[src/pcm_pkg.sv]
// constants for the port c/d alternate-function override logic
package pcm_pkg;
  localparam int PORT_WIDTH = 8;
  localparam logic [7:0] PORT_RESET = 8'h00;
  // mask thresholds for port c bits 7..0
  localparam logic [2:0] MASK_LIMIT_7 = 3'h1;
  localparam logic [2:0] MASK_LIMIT_6 = 3'h2;
  localparam logic [2:0] MASK_LIMIT_5 = 3'h3;
  localparam logic [2:0] MASK_LIMIT_4 = 3'h4;
  localparam logic [2:0] MASK_LIMIT_3 = 3'h5;
  localparam logic [2:0] MASK_LIMIT_2 = 3'h6;
  localparam logic [2:0] MASK_LIMIT_1 = 3'h7;
  localparam logic [2:0] MASK_LIMIT_0 = 3'h7;
  localparam int TCK_BIT = 4;
  localparam int TDO_BIT = 6;
  localparam int TMS_BIT = 5;
  localparam int TDI_BIT = 7;
  typedef enum logic [1:0] {
    PCM_TDO_IDLE_type_v = 2'b01,
    PCM_TDO_SHIFT_type_v = 2'b10
  } pcm_tdo_state_type;
endpackage

[src/pcm_ovr_if.sv]
// override bundle for one eight-bit port
`timescale 1ns/10ps
`default_nettype none
interface pcm_ovr_if;
  logic [7:0] pullup_override_en;
  logic [7:0] pullup_override_val;
  logic [7:0] dir_override_en;
  logic [7:0] dir_override_val;
  logic [7:0] out_value_override_en;
  logic [7:0] out_value_override_val;
  logic [7:0] input_en_override_en;
  logic [7:0] input_en_override_val;
  modport src (output pullup_override_en, pullup_override_val, dir_override_en, dir_override_val,
    output out_value_override_en, out_value_override_val, input_en_override_en, input_en_override_val);
  modport dst (input pullup_override_en, pullup_override_val, dir_override_en, dir_override_val,
    input out_value_override_en, out_value_override_val, input_en_override_en, input_en_override_val);
endinterface
`default_nettype wire

[src/pcm_port_cd_mux.sv]
// alternate-function override logic for ports c and d
`timescale 1ns/10ps
`default_nettype none
module pcm_port_cd_mux (
  // clock and reset
  input wire logic clk,
  input wire logic srst,
  // port register settings
  input wire logic [7:0] portc_data,
  input wire logic [7:0] portc_dir,
  input wire logic [7:0] portd_data,
  input wire logic [7:0] portd_dir,
  input wire logic pullup_disable,
  // external memory
  input wire logic ext_mem_enable,
  input wire logic [2:0] ext_addr_mask_field,
  input wire logic [7:0] ext_addr_high,
  input wire logic ext_rd_strobe,
  input wire logic ext_wr_strobe,
  // test access port
  input wire logic test_port_enable,
  input wire logic tap_shift_ir,
  input wire logic tap_shift_dr,
  input wire logic tap_tdo,
  // pin change
  input wire logic pin_change_group_enable,
  input wire logic [7:0] pin_change_mask,
  // timers
  input wire logic timer2_async_select,
  input wire logic timer1_cmp_a_en,
  input wire logic timer1_cmp_a_out,
  input wire logic timer3_cmp_a_en,
  input wire logic timer3_cmp_a_out,
  // usarts
  input wire logic usart0_sync_mode,
  input wire logic usart0_clock_out,
  input wire logic usart1_sync_mode,
  input wire logic usart1_clock_out,
  input wire logic usart0_tx_en,
  input wire logic usart0_tx_pin,
  input wire logic usart0_rx_en,
  // external interrupts
  input wire logic ext_irq_0_en,
  input wire logic ext_irq_1_en,
  // pin levels
  input wire logic [7:0] portc_pin_in,
  input wire logic [7:0] portd_pin_in,
  // port c pin controls
  output logic [7:0] portc_out,
  output logic [7:0] portc_oe_n,
  output logic [7:0] portc_pullup,
  output logic [7:0] portc_input_en,
  // port d pin controls
  output logic [7:0] portd_out,
  output logic [7:0] portd_oe_n,
  output logic [7:0] portd_pullup,
  output logic [7:0] portd_input_en,
  // signals to peripherals
  output logic [15:8] pin_change_line,
  output logic test_clock_in,
  output logic test_mode_in,
  output logic test_data_in,
  output logic timer_osc_connect,
  output logic usart0_ext_clock_in,
  output logic usart1_ext_clock_in,
  output logic usart0_rx_pin,
  output logic ext_irq_0,
  output logic ext_irq_1,
  output logic timer3_capture_in
);
  pcm_ovr_if ovr_c ();
  pcm_ovr_if ovr_d ();
  logic tdo_drive;
  logic [7:0] claim_c;
  logic [2:0] m;
  logic usart0_clk_drive;
  logic usart1_clk_drive;
  logic [7:0] pc_in_reg;
  logic [7:0] pd_in_reg;
  assign m = ext_addr_mask_field;

  assign claim_c[7] = ext_mem_enable && (m < pcm_pkg::MASK_LIMIT_7);
  assign claim_c[6] = ext_mem_enable && (m < pcm_pkg::MASK_LIMIT_6);
  assign claim_c[5] = ext_mem_enable && (m < pcm_pkg::MASK_LIMIT_5);
  assign claim_c[4] = ext_mem_enable && (m < pcm_pkg::MASK_LIMIT_4);
  assign claim_c[3] = ext_mem_enable && (m < pcm_pkg::MASK_LIMIT_3);
  assign claim_c[2] = ext_mem_enable && (m < pcm_pkg::MASK_LIMIT_2);
  assign claim_c[1] = ext_mem_enable && (m < pcm_pkg::MASK_LIMIT_1);
  assign claim_c[0] = ext_mem_enable && (m < pcm_pkg::MASK_LIMIT_0);

  pcm_tdo_ctrl u_tdo (
    .clk(clk),
    .srst(srst),
    .test_port_enable(test_port_enable),
    .tap_shift_ir(tap_shift_ir),
    .tap_shift_dr(tap_shift_dr),
    .tdo_drive(tdo_drive)
  );

  // port c overrides
  always_comb begin
    // upper bits: test port also claims
    ovr_c.pullup_override_en[7:4] = claim_c[7:4] | {4{test_port_enable}};
    ovr_c.pullup_override_val[7:4] = {4{test_port_enable}};
    ovr_c.dir_override_en[7:4] = claim_c[7:4] | {4{test_port_enable}};
    ovr_c.dir_override_val[7:4] = {4{test_port_enable}};
    ovr_c.dir_override_val[pcm_pkg::TDO_BIT] = test_port_enable ? tdo_drive : 1'b1;
    ovr_c.dir_override_val[pcm_pkg::TDI_BIT] = 1'b0 | (~test_port_enable);
    ovr_c.dir_override_val[pcm_pkg::TMS_BIT] = ~test_port_enable;
    ovr_c.dir_override_val[pcm_pkg::TCK_BIT] = ~test_port_enable;
    ovr_c.pullup_override_val[pcm_pkg::TDO_BIT] = test_port_enable & ~tdo_drive;
    ovr_c.out_value_override_en[7:4] = claim_c[7:4];
    ovr_c.out_value_override_en[pcm_pkg::TDO_BIT] = claim_c[6] | test_port_enable;
    ovr_c.out_value_override_val = ext_addr_high;
    ovr_c.out_value_override_val[pcm_pkg::TDO_BIT] = test_port_enable ? tap_tdo : ext_addr_high[6];
    ovr_c.pullup_override_en[3:0] = claim_c[3:0];
    ovr_c.pullup_override_val[3:0] = 4'h0;
    ovr_c.dir_override_en[3:0] = claim_c[3:0];
    ovr_c.dir_override_val[3:0] = 4'hf;
    ovr_c.out_value_override_en[3:0] = claim_c[3:0];
    // input enable for pin change or test port
    ovr_c.input_en_override_en = (pin_change_mask & {8{pin_change_group_enable}})
                                 | {{4{test_port_enable}}, 4'h0};
    ovr_c.input_en_override_val = 8'hff;
  end

  // gating on the clock level itself would let the port bit show through on every low phase
  assign usart0_clk_drive = usart0_sync_mode & portd_dir[4];
  assign usart1_clk_drive = usart1_sync_mode & portd_dir[2];

  // port d overrides
  always_comb begin
    ovr_d.pullup_override_en = 8'h00;
    ovr_d.pullup_override_val = 8'h00;
    ovr_d.dir_override_en = 8'h00;
    ovr_d.dir_override_val = 8'h00;
    ovr_d.out_value_override_en = 8'h00;
    ovr_d.out_value_override_val = 8'h00;
    ovr_d.input_en_override_en = 8'h00;
    ovr_d.input_en_override_val = 8'h00;
    ovr_d.pullup_override_en[7] = ext_mem_enable;
    ovr_d.dir_override_en[7] = ext_mem_enable;
    ovr_d.dir_override_val[7] = 1'b1;
    ovr_d.out_value_override_en[7] = ext_mem_enable;
    ovr_d.out_value_override_val[7] = ext_rd_strobe;
    ovr_d.pullup_override_en[6] = ext_mem_enable;
    ovr_d.dir_override_en[6] = ext_mem_enable;
    ovr_d.dir_override_val[6] = 1'b1;
    ovr_d.out_value_override_en[6] = ext_mem_enable;
    ovr_d.out_value_override_val[6] = ext_wr_strobe;
    // compare a, pin direction gates it
    ovr_d.out_value_override_en[5] = timer1_cmp_a_en;
    ovr_d.out_value_override_val[5] = timer1_cmp_a_out;
    ovr_d.pullup_override_en[5] = timer2_async_select;
    ovr_d.dir_override_en[5] = timer2_async_select;
    ovr_d.input_en_override_en[5] = timer2_async_select;
    // usart0 clock out when sync and dir set
    ovr_d.out_value_override_en[4] = usart0_clk_drive | timer3_cmp_a_en;
    ovr_d.out_value_override_val[4] = usart0_clk_drive ? usart0_clock_out : timer3_cmp_a_out;
    ovr_d.pullup_override_en[4] = timer2_async_select;
    ovr_d.dir_override_en[4] = timer2_async_select;
    ovr_d.input_en_override_en[4] = timer2_async_select;
    ovr_d.input_en_override_en[3] = ext_irq_1_en;
    ovr_d.input_en_override_val[3] = 1'b1;
    ovr_d.out_value_override_en[2] = usart1_clk_drive;
    ovr_d.out_value_override_val[2] = usart1_clock_out;
    ovr_d.input_en_override_en[2] = ext_irq_0_en;
    ovr_d.input_en_override_val[2] = 1'b1;
    ovr_d.pullup_override_en[1] = usart0_tx_en;
    ovr_d.dir_override_en[1] = usart0_tx_en;
    ovr_d.dir_override_val[1] = 1'b1;
    ovr_d.out_value_override_en[1] = usart0_tx_en;
    ovr_d.out_value_override_val[1] = usart0_tx_pin;
    ovr_d.pullup_override_en[0] = usart0_rx_en;
    ovr_d.pullup_override_val[0] = portd_data[0] & ~pullup_disable;
    ovr_d.dir_override_en[0] = usart0_rx_en;
  end

  pcm_pin_apply u_port_c (
    .clk(clk),
    .srst(srst),
    .ovr(ovr_c),
    .port_data(portc_data),
    .port_dir(portc_dir),
    .pullup_disable(pullup_disable),
    .pin_out(portc_out),
    .pin_oe_n(portc_oe_n),
    .pin_pullup(portc_pullup),
    .pin_input_en(portc_input_en)
  );

  pcm_pin_apply u_port_d (
    .clk(clk),
    .srst(srst),
    .ovr(ovr_d),
    .port_data(portd_data),
    .port_dir(portd_dir),
    .pullup_disable(pullup_disable),
    .pin_out(portd_out),
    .pin_oe_n(portd_oe_n),
    .pin_pullup(portd_pullup),
    .pin_input_en(portd_input_en)
  );

  // registered pin inputs gated by input enable
  always_ff @(posedge clk) begin
    if (srst) begin
      pc_in_reg <= pcm_pkg::PORT_RESET;
      pd_in_reg <= pcm_pkg::PORT_RESET;
    end else begin
      pc_in_reg <= portc_pin_in & portc_input_en;
      pd_in_reg <= portd_pin_in & portd_input_en;
    end
  end

  assign pin_change_line = pc_in_reg;
  assign test_clock_in = test_port_enable & pc_in_reg[pcm_pkg::TCK_BIT];
  assign test_mode_in = test_port_enable & pc_in_reg[pcm_pkg::TMS_BIT];
  assign test_data_in = test_port_enable & pc_in_reg[pcm_pkg::TDI_BIT];
  assign timer_osc_connect = timer2_async_select;
  assign usart0_ext_clock_in = usart0_sync_mode & ~portd_dir[4] & pd_in_reg[4];
  assign usart1_ext_clock_in = usart1_sync_mode & ~portd_dir[2] & pd_in_reg[2];
  assign usart0_rx_pin = pd_in_reg[0];
  assign ext_irq_0 = pd_in_reg[2];
  assign ext_irq_1 = pd_in_reg[3];
  assign timer3_capture_in = pd_in_reg[3];
endmodule
`default_nettype wire

[src/pcm_pin_apply.sv]
// per-pin merge of override signals with port register settings
`timescale 1ns/10ps
`default_nettype none
module pcm_pin_apply (
  // clock and reset
  input wire logic clk,
  input wire logic srst,
  // overrides
  pcm_ovr_if.dst ovr,
  // port register settings
  input wire logic [7:0] port_data,
  input wire logic [7:0] port_dir,
  input wire logic pullup_disable,
  // pin side
  output logic [7:0] pin_out,
  output logic [7:0] pin_oe_n,
  output logic [7:0] pin_pullup,
  output logic [7:0] pin_input_en
);
  logic [7:0] pin_out_reg;
  logic [7:0] pin_dir_reg;
  logic [7:0] pin_pullup_reg;
  logic [7:0] pin_ie_reg;
  logic [7:0] out_next;
  logic [7:0] dir_next;
  logic [7:0] pullup_next;
  logic [7:0] ie_next;
  genvar i;
  generate
    for (i = 0; i < pcm_pkg::PORT_WIDTH; i++) begin : g_pin
      assign dir_next[i] = ovr.dir_override_en[i] ? ovr.dir_override_val[i] : port_dir[i];
      assign out_next[i] = ovr.out_value_override_en[i] ? ovr.out_value_override_val[i] : port_data[i];
      assign pullup_next[i] = ovr.pullup_override_en[i] ? ovr.pullup_override_val[i]
                                                        : (port_data[i] & ~port_dir[i] & ~pullup_disable);
      assign ie_next[i] = ovr.input_en_override_en[i] ? ovr.input_en_override_val[i] : 1'b1;
    end
  endgenerate
  always_ff @(posedge clk) begin
    if (srst) begin
      pin_out_reg <= pcm_pkg::PORT_RESET;
      pin_dir_reg <= pcm_pkg::PORT_RESET;
      pin_pullup_reg <= ovr.pullup_override_en & ovr.pullup_override_val;
      pin_ie_reg <= pcm_pkg::PORT_RESET;
    end else begin
      pin_out_reg <= out_next;
      pin_dir_reg <= dir_next;
      pin_pullup_reg <= pullup_next;
      pin_ie_reg <= ie_next;
    end
  end
  assign pin_out = pin_out_reg;
  // enable is active low while driving
  assign pin_oe_n = ~pin_dir_reg;
  assign pin_pullup = pin_pullup_reg;
  assign pin_input_en = pin_ie_reg;
endmodule
`default_nettype wire

[src/pcm_tdo_ctrl.sv]
// test data output drive control
`timescale 1ns/10ps
`default_nettype none
module pcm_tdo_ctrl (
  // clock and reset
  input wire logic clk,
  input wire logic srst,
  // test controller
  input wire logic test_port_enable,
  input wire logic tap_shift_ir,
  input wire logic tap_shift_dr,
  // result
  output logic tdo_drive
);
  pcm_pkg::pcm_tdo_state_type state_reg;
  pcm_pkg::pcm_tdo_state_type state_next;
  always_comb begin
    state_next = state_reg;
    case (state_reg)
      pcm_pkg::PCM_TDO_IDLE_type_v: begin
        if (test_port_enable && (tap_shift_ir || tap_shift_dr)) begin
          state_next = pcm_pkg::PCM_TDO_SHIFT_type_v;
        end
      end
      pcm_pkg::PCM_TDO_SHIFT_type_v: begin
        if (!(test_port_enable && (tap_shift_ir || tap_shift_dr))) begin
          state_next = pcm_pkg::PCM_TDO_IDLE_type_v;
        end
      end
      default: begin
        state_next = pcm_pkg::PCM_TDO_IDLE_type_v;
      end
    endcase
  end
  always_ff @(posedge clk) begin
    if (srst) begin
      state_reg <= pcm_pkg::PCM_TDO_IDLE_type_v;
    end else begin
      state_reg <= state_next;
    end
  end
  assign tdo_drive = (state_reg == pcm_pkg::PCM_TDO_SHIFT_type_v);
endmodule
`default_nettype wire

[config.mk]
export PLATFORM = sky130hd
export DESIGN_NAME = pcm_port_cd_mux
export DESIGN_NICKNAME = d
export VERILOG_FILES = /design/src/pcm_pkg.sv /design/src/pcm_ovr_if.sv /design/src/pcm_port_cd_mux.sv /design/src/pcm_pin_apply.sv /design/src/pcm_tdo_ctrl.sv
export SDC_FILE = /design/constraint.sdc
export NUM_CORES = 1
export LEC_CHECK = 0
export BUFFER_PORTS_ARGS = -buffer_cell sky130_fd_sc_hd__buf_2
export CORE_ASPECT_RATIO = 1.75
export CORE_MARGIN = 1
export CORE_UTILIZATION = 42
export CTS_CLUSTER_SIZE = 20
export DETAILED_ROUTE_END_ITERATION = 10
export GPL_TIMING_DRIVEN = 0
export PLACE_DENSITY_LB_ADDON = 0.08
export SLEW_MARGIN = 20
export SYNTH_ARGS = -nofsm -noshare
export SYNTH_HDL_FRONTEND = slang
export SYNTH_SLANG_ARGS = --single-unit
[constraint.sdc]
create_clock -name clk -period 2.45 [get_ports clk]
set_clock_uncertainty 0.1 [all_clocks]
set_input_delay 0.245 -clock clk [delete_from_list [all_inputs] [get_ports clk]]
set_output_delay 0.245 -clock clk [all_outputs]
set_load 0.03 [all_outputs]
==> results of run 1 <==
-- timing repair --
action,4_1_cts,5_1_grt
hold buffers,6,0
setup buffers,0,0
endpoints found under the hold margin,6,0
-- worst max-delay path: cells and delay by family, from the launching register on --
family                 cells  cell delay [ns]
DFF                        1             0.60
buffers and inverters      2             0.37
-- cells in the final DEF (no fill, tap or decap), types with 2 or more instances in the layout --
cell / synthesis / final
mux2i_1: 10 / 10
nand2_1: 11 / 11
clkinv_2: 0 / 2
nor2_1: 26 / 26
dlygate4sd3_1: 0 / 6
and4bb_2: 2 / 2
o21a_1: 2 / 2
buf_1: 2 / 2
buf_2: 1 / 158
and3_1: 6 / 6
dfxtp_1: 64 / 64
and2_1: 16 / 16
a31o_2: 3 / 3
inv_1: 19 / 19
clkbuf_8: 0 / 11
buf_4: 17 / 17
clkbuf_1: 3 / 5
nor3_1: 4 / 4
nand3_1: 2 / 2
a211oi_1: 2 / 2
nand2b_1: 2 / 2
nor3b_1: 5 / 5
nor2b_1: 6 / 6
a21oi_1: 6 / 6
nor4b_1: 2 / 2
-- cells by family after synthesis --
kind of cell           after synthesis
AND/OR/NAND/NOR                     84
buffers and inverters               43
XOR/XNOR                             1
flip-flops                          64
AO/OA/AOI/OAI                       21
multiplexers                        10
-- final cells by class --
class                           count  area (sq um)  area share (%)
Sequential cell                    64          1280            38.1
Timing Repair Buffer              163           846            25.1
Multi-Input combinational cell    116           744            22.1
Clock buffer                       13           159            4.72
Buffer                             23           151            4.50
Inverter                           20          75.1            2.23
Tap cell                           54          67.6            2.01
Clock inverter                      3          40.0            1.19
-- routing by layer --
metal / wire [um] / GRT usage, % / up-vias
li1: - / - / 1055
met1: 1910 / 18.5 / 912
met2: 2930 / 36.1 / 101
met3: 473 / 7.22 / 14
met4: 145 / 10.5 / 0
met5: 0 / 0 / -
-- final timing paths --
check / startpoint / end / slack [ns] / cells after the start
setup / recovery: u_port_d.pin_input_en[6]$_DFF_P_ / portd_input_en[6] / 0.82 / 2
hold / removal: portc_pin_in[4] / pin_change_line[12]$_SDFF_PP0_ / 0.02 / 2
setup reg to reg: u_port_d.pin_input_en[6]$_DFF_P_ / pd_in_reg[2]$_SDFF_PP0_ / 0.97 / 3
hold reg to reg: u_port_d.pin_input_en[4]$_SDFF_PP0_ / pd_in_reg[4]$_SDFF_PP0_ / 0.42 / 1
-- through the flow --
step / hold WS (ns) / setup WS [ns]
floorplan: 0.221 / 1.06
global placement: 0.324 / 0.848
detailed placement: 0.328 / 0.860
CTS: 0.00107 / 0.784
global route: 0.00124 / 0.738
finish: 0.0163 / 0.816
-- power by group through the flow --
| stage | clock network (W) | logic [W] | registers [W] |
|---|---|---|---|
| after CTS | 0.000911 | 0.000407 | 0.00111 |
| after floorplan | 0 | 0.000172 | 0.00121 |
| after global placement | 0 | 0.000396 | 0.00113 |
| after global routing | 0.000953 | 0.000434 | 0.00112 |
| final | 0.000883 | 0.000404 | 0.00111 |
| after detailed placement | 0 | 0.000399 | 0.00113 |
==> results by group, run 1 <==
Synth
  – Simple-gate area share of the yosys netlist: about a fifth
  – Most common cell in the netlist: dfxtp_1
  – Main combinational cell family by area after synthesis: simple AND/OR/NAND/NOR gates
  – Sequential fraction of the synthesis area: between 50 and 60%
  – Yosys warns: 0
  – XOR/XNOR Fraction of Synth Area: 0.389%
  – Fraction of registers with async set/reset: 0%
  – Netlist cell types: 34
  – Top-area cell type share of the netlist area: between 50% and 60%
  – Synthesized netlist cell count: about 220
  – #FFs+latches synth: 64
  – Synth Area in Compound Gates: around 7.5%
  – Synth area leaders: dfxtp_1 (57%), buf_4 (5.7%), and2_1 (4.4%), mux2i_1 (4.4%), nor2_1 (4.3%)
  – Mux share of post-synthesis cell area: about 4.4%
  – Ys flop type: dfxtp_1
  – Mapped Avg Cell Area: slightly above 10 sq um
  – Post-synth top area cell: dfxtp_1
  – Number of synthesized flops with an enable pin: 0
  – Mapped Area: approximately 2300 sq um
  – Commonest cells in the netlist: dfxtp_1 (64), nor2_1 (26), inv_1 (19)
  – Syn Nets: ~320
  – Post-Synth Adder-Cell Area: 0%

Placed design
  – GP Congestion: roughly 0.77
  – Final HPWL from detailed placement: 4.27 mm
  – IO buf count: ~160
  – Placed instance area: about 3100 sq um
  – Placed cell count: approximately 430

Floorplanning
  – Starting Density: between 40 and 50%
  – Die X: between 50 and 60 um
  – Ports: between 150 and 200
  – Die ar.: 5670 sq um
  – Placeable Area: 5060 sq um
  – Row Count: 34
  – DIE HEIGHT: 98.9 um

Pwr
  – Power per cell area: 712 nW/um^2
  – Max IR drop VDD: ~0.00042 V
  – Sequential share of power: ~46%
  – Clock Power Share: 36.8%
  – Sw Ratio: 26.0%
  – Sw power: 0.000623 W
  – Comb pwr share: between 10% and 20%
  – Total power: around 0.0024 W
  – Cell Int Power: between 0.0015 and 0.002 W
  – Leak Pwr: approximately 1.8 nW

Global routing
  – Largest net degree at the start of global routing: 16
  – Grt total ovfl: 0
  – First-pass GRT wire length: roughly 8.5 mm
  – Vias in the first global route: around 2k
  – GR Util All Layers: a little under 20%
  – Initial antenna violation count: 0

CTS
  – Clock Latency Late Sink: ~0.32 ns
  – Clk pin slew, worst setup/hold paths: around 0.070 ns
  – Clk root buf: clkbuf_8
  – H-tree levels: 3
  – CTS resizes: 0
  – Num Clock Sinks: 64
  – CTS buffer count: 9
  – CTS max path bufs: 2
  – CTS tree: done

Layout
  – Fin cells: 456
  – Final instance area: between 3000 and 4000 sq um
  – # fillers: between 400 and 500
  – Final net count: slightly below 500
  – Layout area overhead: 49.4%
  – Fraction of layout cells with a size suffix above 1: 49.3%
  – Fin util: 66.5%
  – N_diodes: 0

Setup path
  – CP peak stage delay: roughly 0.6 ns
  – Crit Path Class: flip-flop to primary output
  – CP arrival: between 1 and 1.5 ns
  – Critical path's slowest cell: dfxtp_1
  – Critical path, cell by cell: buf_4 -> buf_2
  – Crit start category: flip-flop
  – Crit path capture type: primary output
  – CP Data Required Time: between 2 and 2.5 ns
  – Crit path max fanout: 15

Drt
  – Antenna-violating nets left: 0
  – DRC viols: 11
  – Total Wirelength: about 5.5 mm
  – Drt pass-1 iters: 7
  – Average wire per standard cell: between 10 and 15 um
  – DRT iter0 DRCs: 43
  – Vias/cell: about 4.6
  – Via count: between 2k and 2.5k

Hold path
  – Worst hold path class: input port to flip-flop

Timing
  – Final Cycle Share: 66.7%
  – Max Slew Vio Count: 0
  – Worst-margin pin slew: ~0.66 ns
  – Fmax: approximately 610 MHz
  – RSZ-0062 raised after global routing: no
  – Min Tclk post-route: 1.63 ns
  – Final setup violation count: 0
  – Final TNS setup: 0 ns
  – Hold Vio Cnt, Final: 0
  – Worst slew margin: a little under three fifths

Status
  – Outcome: finished with violations
  – Failing checks: DRC

Run
  – Max_cap viols: 0
Note: power is estimated with default switching activity, not from simulation.
==> run 2: changes to the inputs <==
Settings changed: CORE_UTILIZATION 42 to 35.
Clock period 2.45 ns to 1.5 ns, I/O delays scaled along.
==> run 2 against run 1 <==
The run ends with hold timing left. Via count is 13% higher. Power is 63% higher. Clock power is 45% higher. Die area is 19% higher. Sequential power is 63% higher. Cell area is 19% higher. Non-clock buffer count is 63 higher. Utilization is 1.9 points lower. Worst hold slack worse by 0.025 ns. Critical endpoint is now u_port_c.pin_out[2]$_SDFF_PP0_. Count of clock-buffer cells in the layout is 2 higher. Wire length is 23% higher.
==> results by group, run 2 (synthesis results as in run 1) <==
Setup path
  – CP most frequent cell: dlygate4sd3_1
  – Critical R2R Launch: u_port_d.pin_input_en[6]$_DFF_P_
  – CP peak stage delay: ~0.58 ns
  – Critical path's slowest cell: dlygate4sd3_1
  – CP arrival: ~1.6 ns
  – Crit path capture type: flip-flop
  – Crit Path Class: input port to flip-flop
  – Critical path's top delay family: buffers and inverters
  – Crit path buf inv count: 3
  – Crit start category: input port
  – Critical path, cell by cell: dlygate4sd3_1 -> buf_2 -> mux2i_1 -> dlygate4sd3_1 -> nor2_1
  – CP Data Required Time: between 1.5 and 2 ns
  – FF-to-FF path depth: 3
  – FF-to-FF End: pin_change_line[11]$_SDFF_PP0_
  – Worst R2R Setup Slack: ~0.22 ns
  – Crit path max fanout: 2

Placed design
  – GP Congestion: 0.763
  – Placed cell count: 460
  – Placed instance area: 3140 sq um
  – Final HPWL from detailed placement: 4.41 mm
  – Setup WS pre-CTS: -0.0374 ns
  – IO buf count: between 150 and 200

Layout
  – Final instance area: about 4000 sq um
  – Register area: 1280 sq um
  – Fin cells: 544
  – N_diodes: 0
  – Area occupied by multi-input gates: about 760 sq um
  – Final net count: 552
  – # fillers: 548
  – Fraction of layout cells with a size suffix above 1: roughly 43%
  – Most common cell after layout, fill and taps aside: buf_2
  – Fin util: between 60 and 70%
  – Most frequent cells in the layout: buf_2 (157), dlygate4sd3_1 (69), dfxtp_1 (63)
  – Layout area overhead: 78.4%

CTS
  – H-tree levels: 3
  – Clock Latency Late Sink: roughly 0.33 ns
  – CTS tree: done
  – CTS max path bufs: 2
  – Num Clock Sinks: between 60 and 70
  – Clk pin slew, worst setup/hold paths: approximately 0.06 ns
  – CTS buffer count: 9
  – Clk root buf: clkbuf_8

Global routing
  – GR Util All Layers: a little over a fifth
  – Vias in the first global route: about 2.4k
  – Largest net degree at the start of global routing: 16
  – First-pass GRT wire length: around 11 mm
  – Initial antenna violation count: 0
  – Grt total ovfl: 0

Timing
  – Max Slew Vio Count: 0
  – Hold WS: -0.00917 ns
  – Final setup violation count: 0
  – Hold Vio Cnt, Final: 1
  – RSZ-0062 raised after global routing: no
  – Final Cycle Share: 96.8%
  – Worst-margin pin slew: approximately 0.8 ns
  – PnR worst setup slack: 0.0479 ns
  – Worst slew margin: a little under half
  – Min Tclk post-route: ~1.5 ns
  – Fmax: 689 MHz

Pwr
  – Power per cell area: roughly 970 nW/um^2
  – Sw power: 0.00106 W
  – Comb pwr share: 20.6%
  – Clock Power Share: about a third
  – Max IR drop VDD: 0.000603 V
  – Sequential share of power: a little under half
  – Leak Pwr: ~2.0 nW
  – Cell Int Power: roughly 0.0028 W
  – Sw Ratio: a little over a quarter

Hold path
  – Min-delay src: tap_shift_dr
  – Hold Path Depth: 2
  – Worst hold path class: input port to flip-flop
  – Worst Hold Path EP: u_tdo.state_reg[0]$_SDFFE_PP1P_

Drt
  – Via count: ~2.4k
  – Drt pass-1 iters: 4
  – DRC viols: 0
  – Vias/cell: between 4 and 5
  – Antenna-violating nets left: 0
  – DRT iter0 DRCs: 88
  – Average wire per standard cell: about 12 um
  – Total Wirelength: around 6.7 mm

Floorplanning
  – Starting Density: a little over a third
  – Placeable Area: 6230 sq um
  – DIE HEIGHT: 108 um
  – Die ar.: 6770 sq um
  – Ports: between 150 and 200
  – Die X: 62.6 um
  – Row Count: 38

Run
  – Max_cap viols: 0

Status
  – Outcome: finished with violations
  – Failing checks: hold timing
run 2: cell type report:
type / instances / share of cell area, %
clock buffer: 15 / 4.14
multi-input combinational: 116 / 18.8
inverter: 20 / 1.96
timing repair buffer: 226 / 36.7
buffer: 23 / 3.86
sequential: 64 / 32.0
tap: 80 / 2.49
run 2: worst max path at each step:
stage	from	to	cells past startpoint
4_1_cts	srst	u_port_c.pin_out[1]$_SDFF_PP0_	6
2_1_floorplan	u_port_d.pin_input_en[6]$_DFF_P_	pd_in_reg[0]$_SDFF_PP0_	3
6_report	portc_data[2]	u_port_c.pin_out[2]$_SDFF_PP0_	5
3_5_place_dp	u_port_d.pin_input_en[6]$_DFF_P_	pin_change_line[14]$_SDFF_PP0_	3
5_1_grt	portc_dir[0]	u_port_c.pin_pullup[0]$_SDFF_PP0_	4
3_3_place_gp	u_port_d.pin_input_en[6]$_DFF_P_	pd_in_reg[2]$_SDFF_PP0_	3
run 2: power groups by stage:
stage | Sequential (W) | Combinational, W | Clock (W)
after floorplan | 0.00197 | 0.000280 | 0
after global placement | 0.00185 | 0.000649 | 0
after detailed placement | 0.00185 | 0.000655 | 0
after CTS | 0.00181 | 0.000800 | 0.00132
after global routing | 0.00182 | 0.000864 | 0.00139
final | 0.00181 | 0.000802 | 0.00128
run 2: routing by layer:
metal	up-vias	share of wire (%)	global-route usage, %
li1	1180	-	-
met1	1053	36	20.2
met2	102	55	39.1
met3	23	5.7	6.54
met4	0	3.6	12.8
met5	-	0	0
run 2: per-stage QoR:
stage / TNS [ns] / total power [W] / hold slack [ns]
floorplan: 0 / 0.00225 / 0.126
global placement: 0 / 0.00250 / 0.228
detailed placement: -0.308 / 0.00251 / 0.230
CTS: 0 / 0.00393 / 0.000417
global route: 0 / 0.00408 / 0.0184
finish: 0 / 0.00390 / -0.00917
run 2: timing repair:
action                                  CTS  global route
resized for setup                         1             8
hold buffers                             71             0
setup buffers                             0             0
hold endpoints to repair                 59             0
endpoints found under the setup margin   24            16
pin swaps                                 0             2
==> run 3: changes to the inputs <==
Settings changed: HOLD_SLACK_MARGIN set to 0.05.
==> run 3 against run 2 <==
The run now ends clean. Wire length rose by 2.4%. Largest cell class unchanged. Highest routed layer unchanged. Fmax about the same. Critical endpoint is now u_port_c.pin_pullup[0]$_SDFF_PP0_. Sequential power about the same. Sequential cell count stayed put.
==> results by group, run 3 (synthesis results as in run 1) <==
CTS
  – H-tree levels: 3
  – CTS buffer count: 9
  – Clk root buf: clkbuf_8
  – Num Clock Sinks: between 60 and 70
  – # Post-CTS Setup Buffers: 0
  – Clock Latency Late Sink: 0.33 ns
  – CTS max path bufs: 2
  – CTS tree: done
  – Clk pin slew, worst setup/hold paths: ~0.06 ns

Setup path
  – CP arrival: 1.63 ns
  – Crit path max fanout: 2
  – Crit start category: input port
  – Crit path capture type: flip-flop
  – CP most frequent cell: dlygate4sd3_1
  – Crit path buf inv count: 3
  – Critical path, cell by cell: dlygate4sd3_1 -> buf_2 -> nor4b_2 -> dlygate4sd3_1
  – Critical path's slowest cell: dlygate4sd3_1
  – Critical path's top delay family: buffers and inverters
  – CP Data Required Time: about 1.7 ns
  – CP peak stage delay: roughly 0.56 ns
  – Crit Path Class: input port to flip-flop

Global routing
  – Largest net degree at the start of global routing: 16
  – Initial antenna violation count: 0
  – First-pass GRT wire length: around 11 mm
  – GR Util All Layers: 21.5%
  – Grt total ovfl: 0
  – Vias in the first global route: approximately 2.4k

Drt
  – Drt pass-1 iters: 4
  – Via count: 2380
  – DRC viols: 0
  – Total Wirelength: just under 7 mm
  – Average wire per standard cell: 12.5 um
  – Antenna-violating nets left: 0
  – Vias/cell: roughly 4.3
  – DRT iter0 DRCs: just under 90

Timing
  – Worst-margin pin slew: approximately 0.8 ns
  – Hold Vio Cnt, Final: 0
  – Final TNS setup: 0 ns
  – Min Tclk post-route: about 1.5 ns
  – RSZ-0062 raised after global routing: no
  – Worst slew margin: 46.6%
  – Max Slew Vio Count: 0
  – Final setup violation count: 0
  – Fmax: 689 MHz
  – Hold WS: ~0.066 ns
  – Final Cycle Share: around 97%

Placed design
  – Placed cell count: 460
  – Final HPWL from detailed placement: about 4.4 mm
  – GP Congestion: between 0.7 and 0.8
  – IO buf count: between 150 and 200

Floorplanning
  – Starting Density: a little over a third
  – Placeable Area: around 6200 sq um
  – Row Count: 38
  – Die X: roughly 63 um
  – Die ar.: 6770 sq um
  – DIE HEIGHT: approximately 110 um
  – Ports: between 150 and 200

Hold path
  – Worst hold path class: input port to flip-flop

Layout
  – Fin cells: 550
  – Fraction of layout cells with a size suffix above 1: a little over two fifths
  – N_diodes: 0
  – Layout area overhead: 81.7%
  – Final net count: 558
  – Fin util: 65.7%
  – Most common cell after layout, fill and taps aside: buf_2
  – # fillers: 540
  – Most frequent cells in the layout: buf_2 (156), dlygate4sd3_1 (75), dfxtp_1 (63)

Pwr
  – Total power: a little under 0.004 W
  – Leak Pwr: 2.08 nW
  – Power per cell area: approximately 960 nW/um^2
  – Max IR drop VDD: 0.000594 V

Run
  – Max_cap viols: 0

Status
  – Outcome: completed
[run 3: cell count changes in the layout (fill, tap and decap cells not counted), sizes merged]
| cell | change |
|---|---|
| dlygate4sd3 | +6 |
| buf | -1 |
| dlymetal6s4s | +1 |
[run 3: tightest hold or removal path, cell delays in order]
cell	delay, ns
buf_2	0.09
nor2_1	0.04
nand2_1	0.05
o311a_1	0.14
[run 3: path summary, 6_finish.rpt]
check / start / endpoint / depth (start not counted) / slack [ns]
hold / removal: ext_addr_high[6] / u_port_c.pin_out[6]$_SDFF_PP0_ / 4 / 0.07
hold reg to reg: u_tdo.state_reg[1]$_SDFFE_PP0P_ / u_port_c.pin_dir_reg[6]$_SDFF_PP0_ / 2 / 0.43
setup / recovery: portc_dir[0] / u_port_c.pin_pullup[0]$_SDFF_PP0_ / 4 / 0.05
setup reg to reg: u_port_d.pin_input_en[6]$_DFF_P_ / pin_change_line[11]$_SDFF_PP0_ / 3 / 0.22
[run 3: area by class of cell]
class | count | area, sq um | area share [%]
sequential | 64 | 1280 | 31.4
buffer | 23 | 155 | 3.79
multi-input combinational | 116 | 762 | 18.6
timing repair buffer | 232 | 1540 | 37.7
inverter | 20 | 78.8 | 1.93
tap | 80 | 100 | 2.45
clock buffer | 15 | 166 | 4.07
[run 3: stage by stage]
| step | setup slack, ns | instance area [sq um] |
|---|---|---|
| 2_1_floorplan | 0.107 | 2250 |
| 3_3_place_gp | 0.00499 | 3140 |
| 3_5_place_dp | -0.0374 | 3140 |
| 4_1_cts | 0.0243 | 4080 |
| 5_1_grt | 0.00592 | 4090 |
| 6_report | 0.0491 | 4090 |
[run 3: timing repair]
item / 4_1_cts / 5_1_grt
resized for setup: 1 / 10
pin swaps: 0 / 2
endpoints found under the setup margin: 24 / 18
hold endpoints to repair: 62 / 1
cloned: 0 / 0
hold buffers: 77 / 1
[run 3: routing by layer]
| layer | share of wire, % | wire length (um) | track usage, % | vias to the layer above |
|---|---|---|---|---|
| li1 | - | - | - | 1190 |
| met1 | 37 | 2520 | 20.4 | 1070 |
| met2 | 55 | 3770 | 39.9 | 99 |
| met3 | 5.1 | 351 | 6.43 | 21 |
| met4 | 3.4 | 232 | 12.8 | 0 |
| met5 | 0 | 0 | 0 | - |
[run 3: where the power goes]
| group | switching, W | leakage, nW | internal [W] |
|---|---|---|---|
| Sequential | 0.0000271 | 0.530 | 0.00179 |
| Combinational | 0.000441 | 1.47 | 0.000378 |
| Clock | 0.000596 | 0.0838 | 0.000684 |
| Total | 0.00106 | 2.08 | 0.00285 |
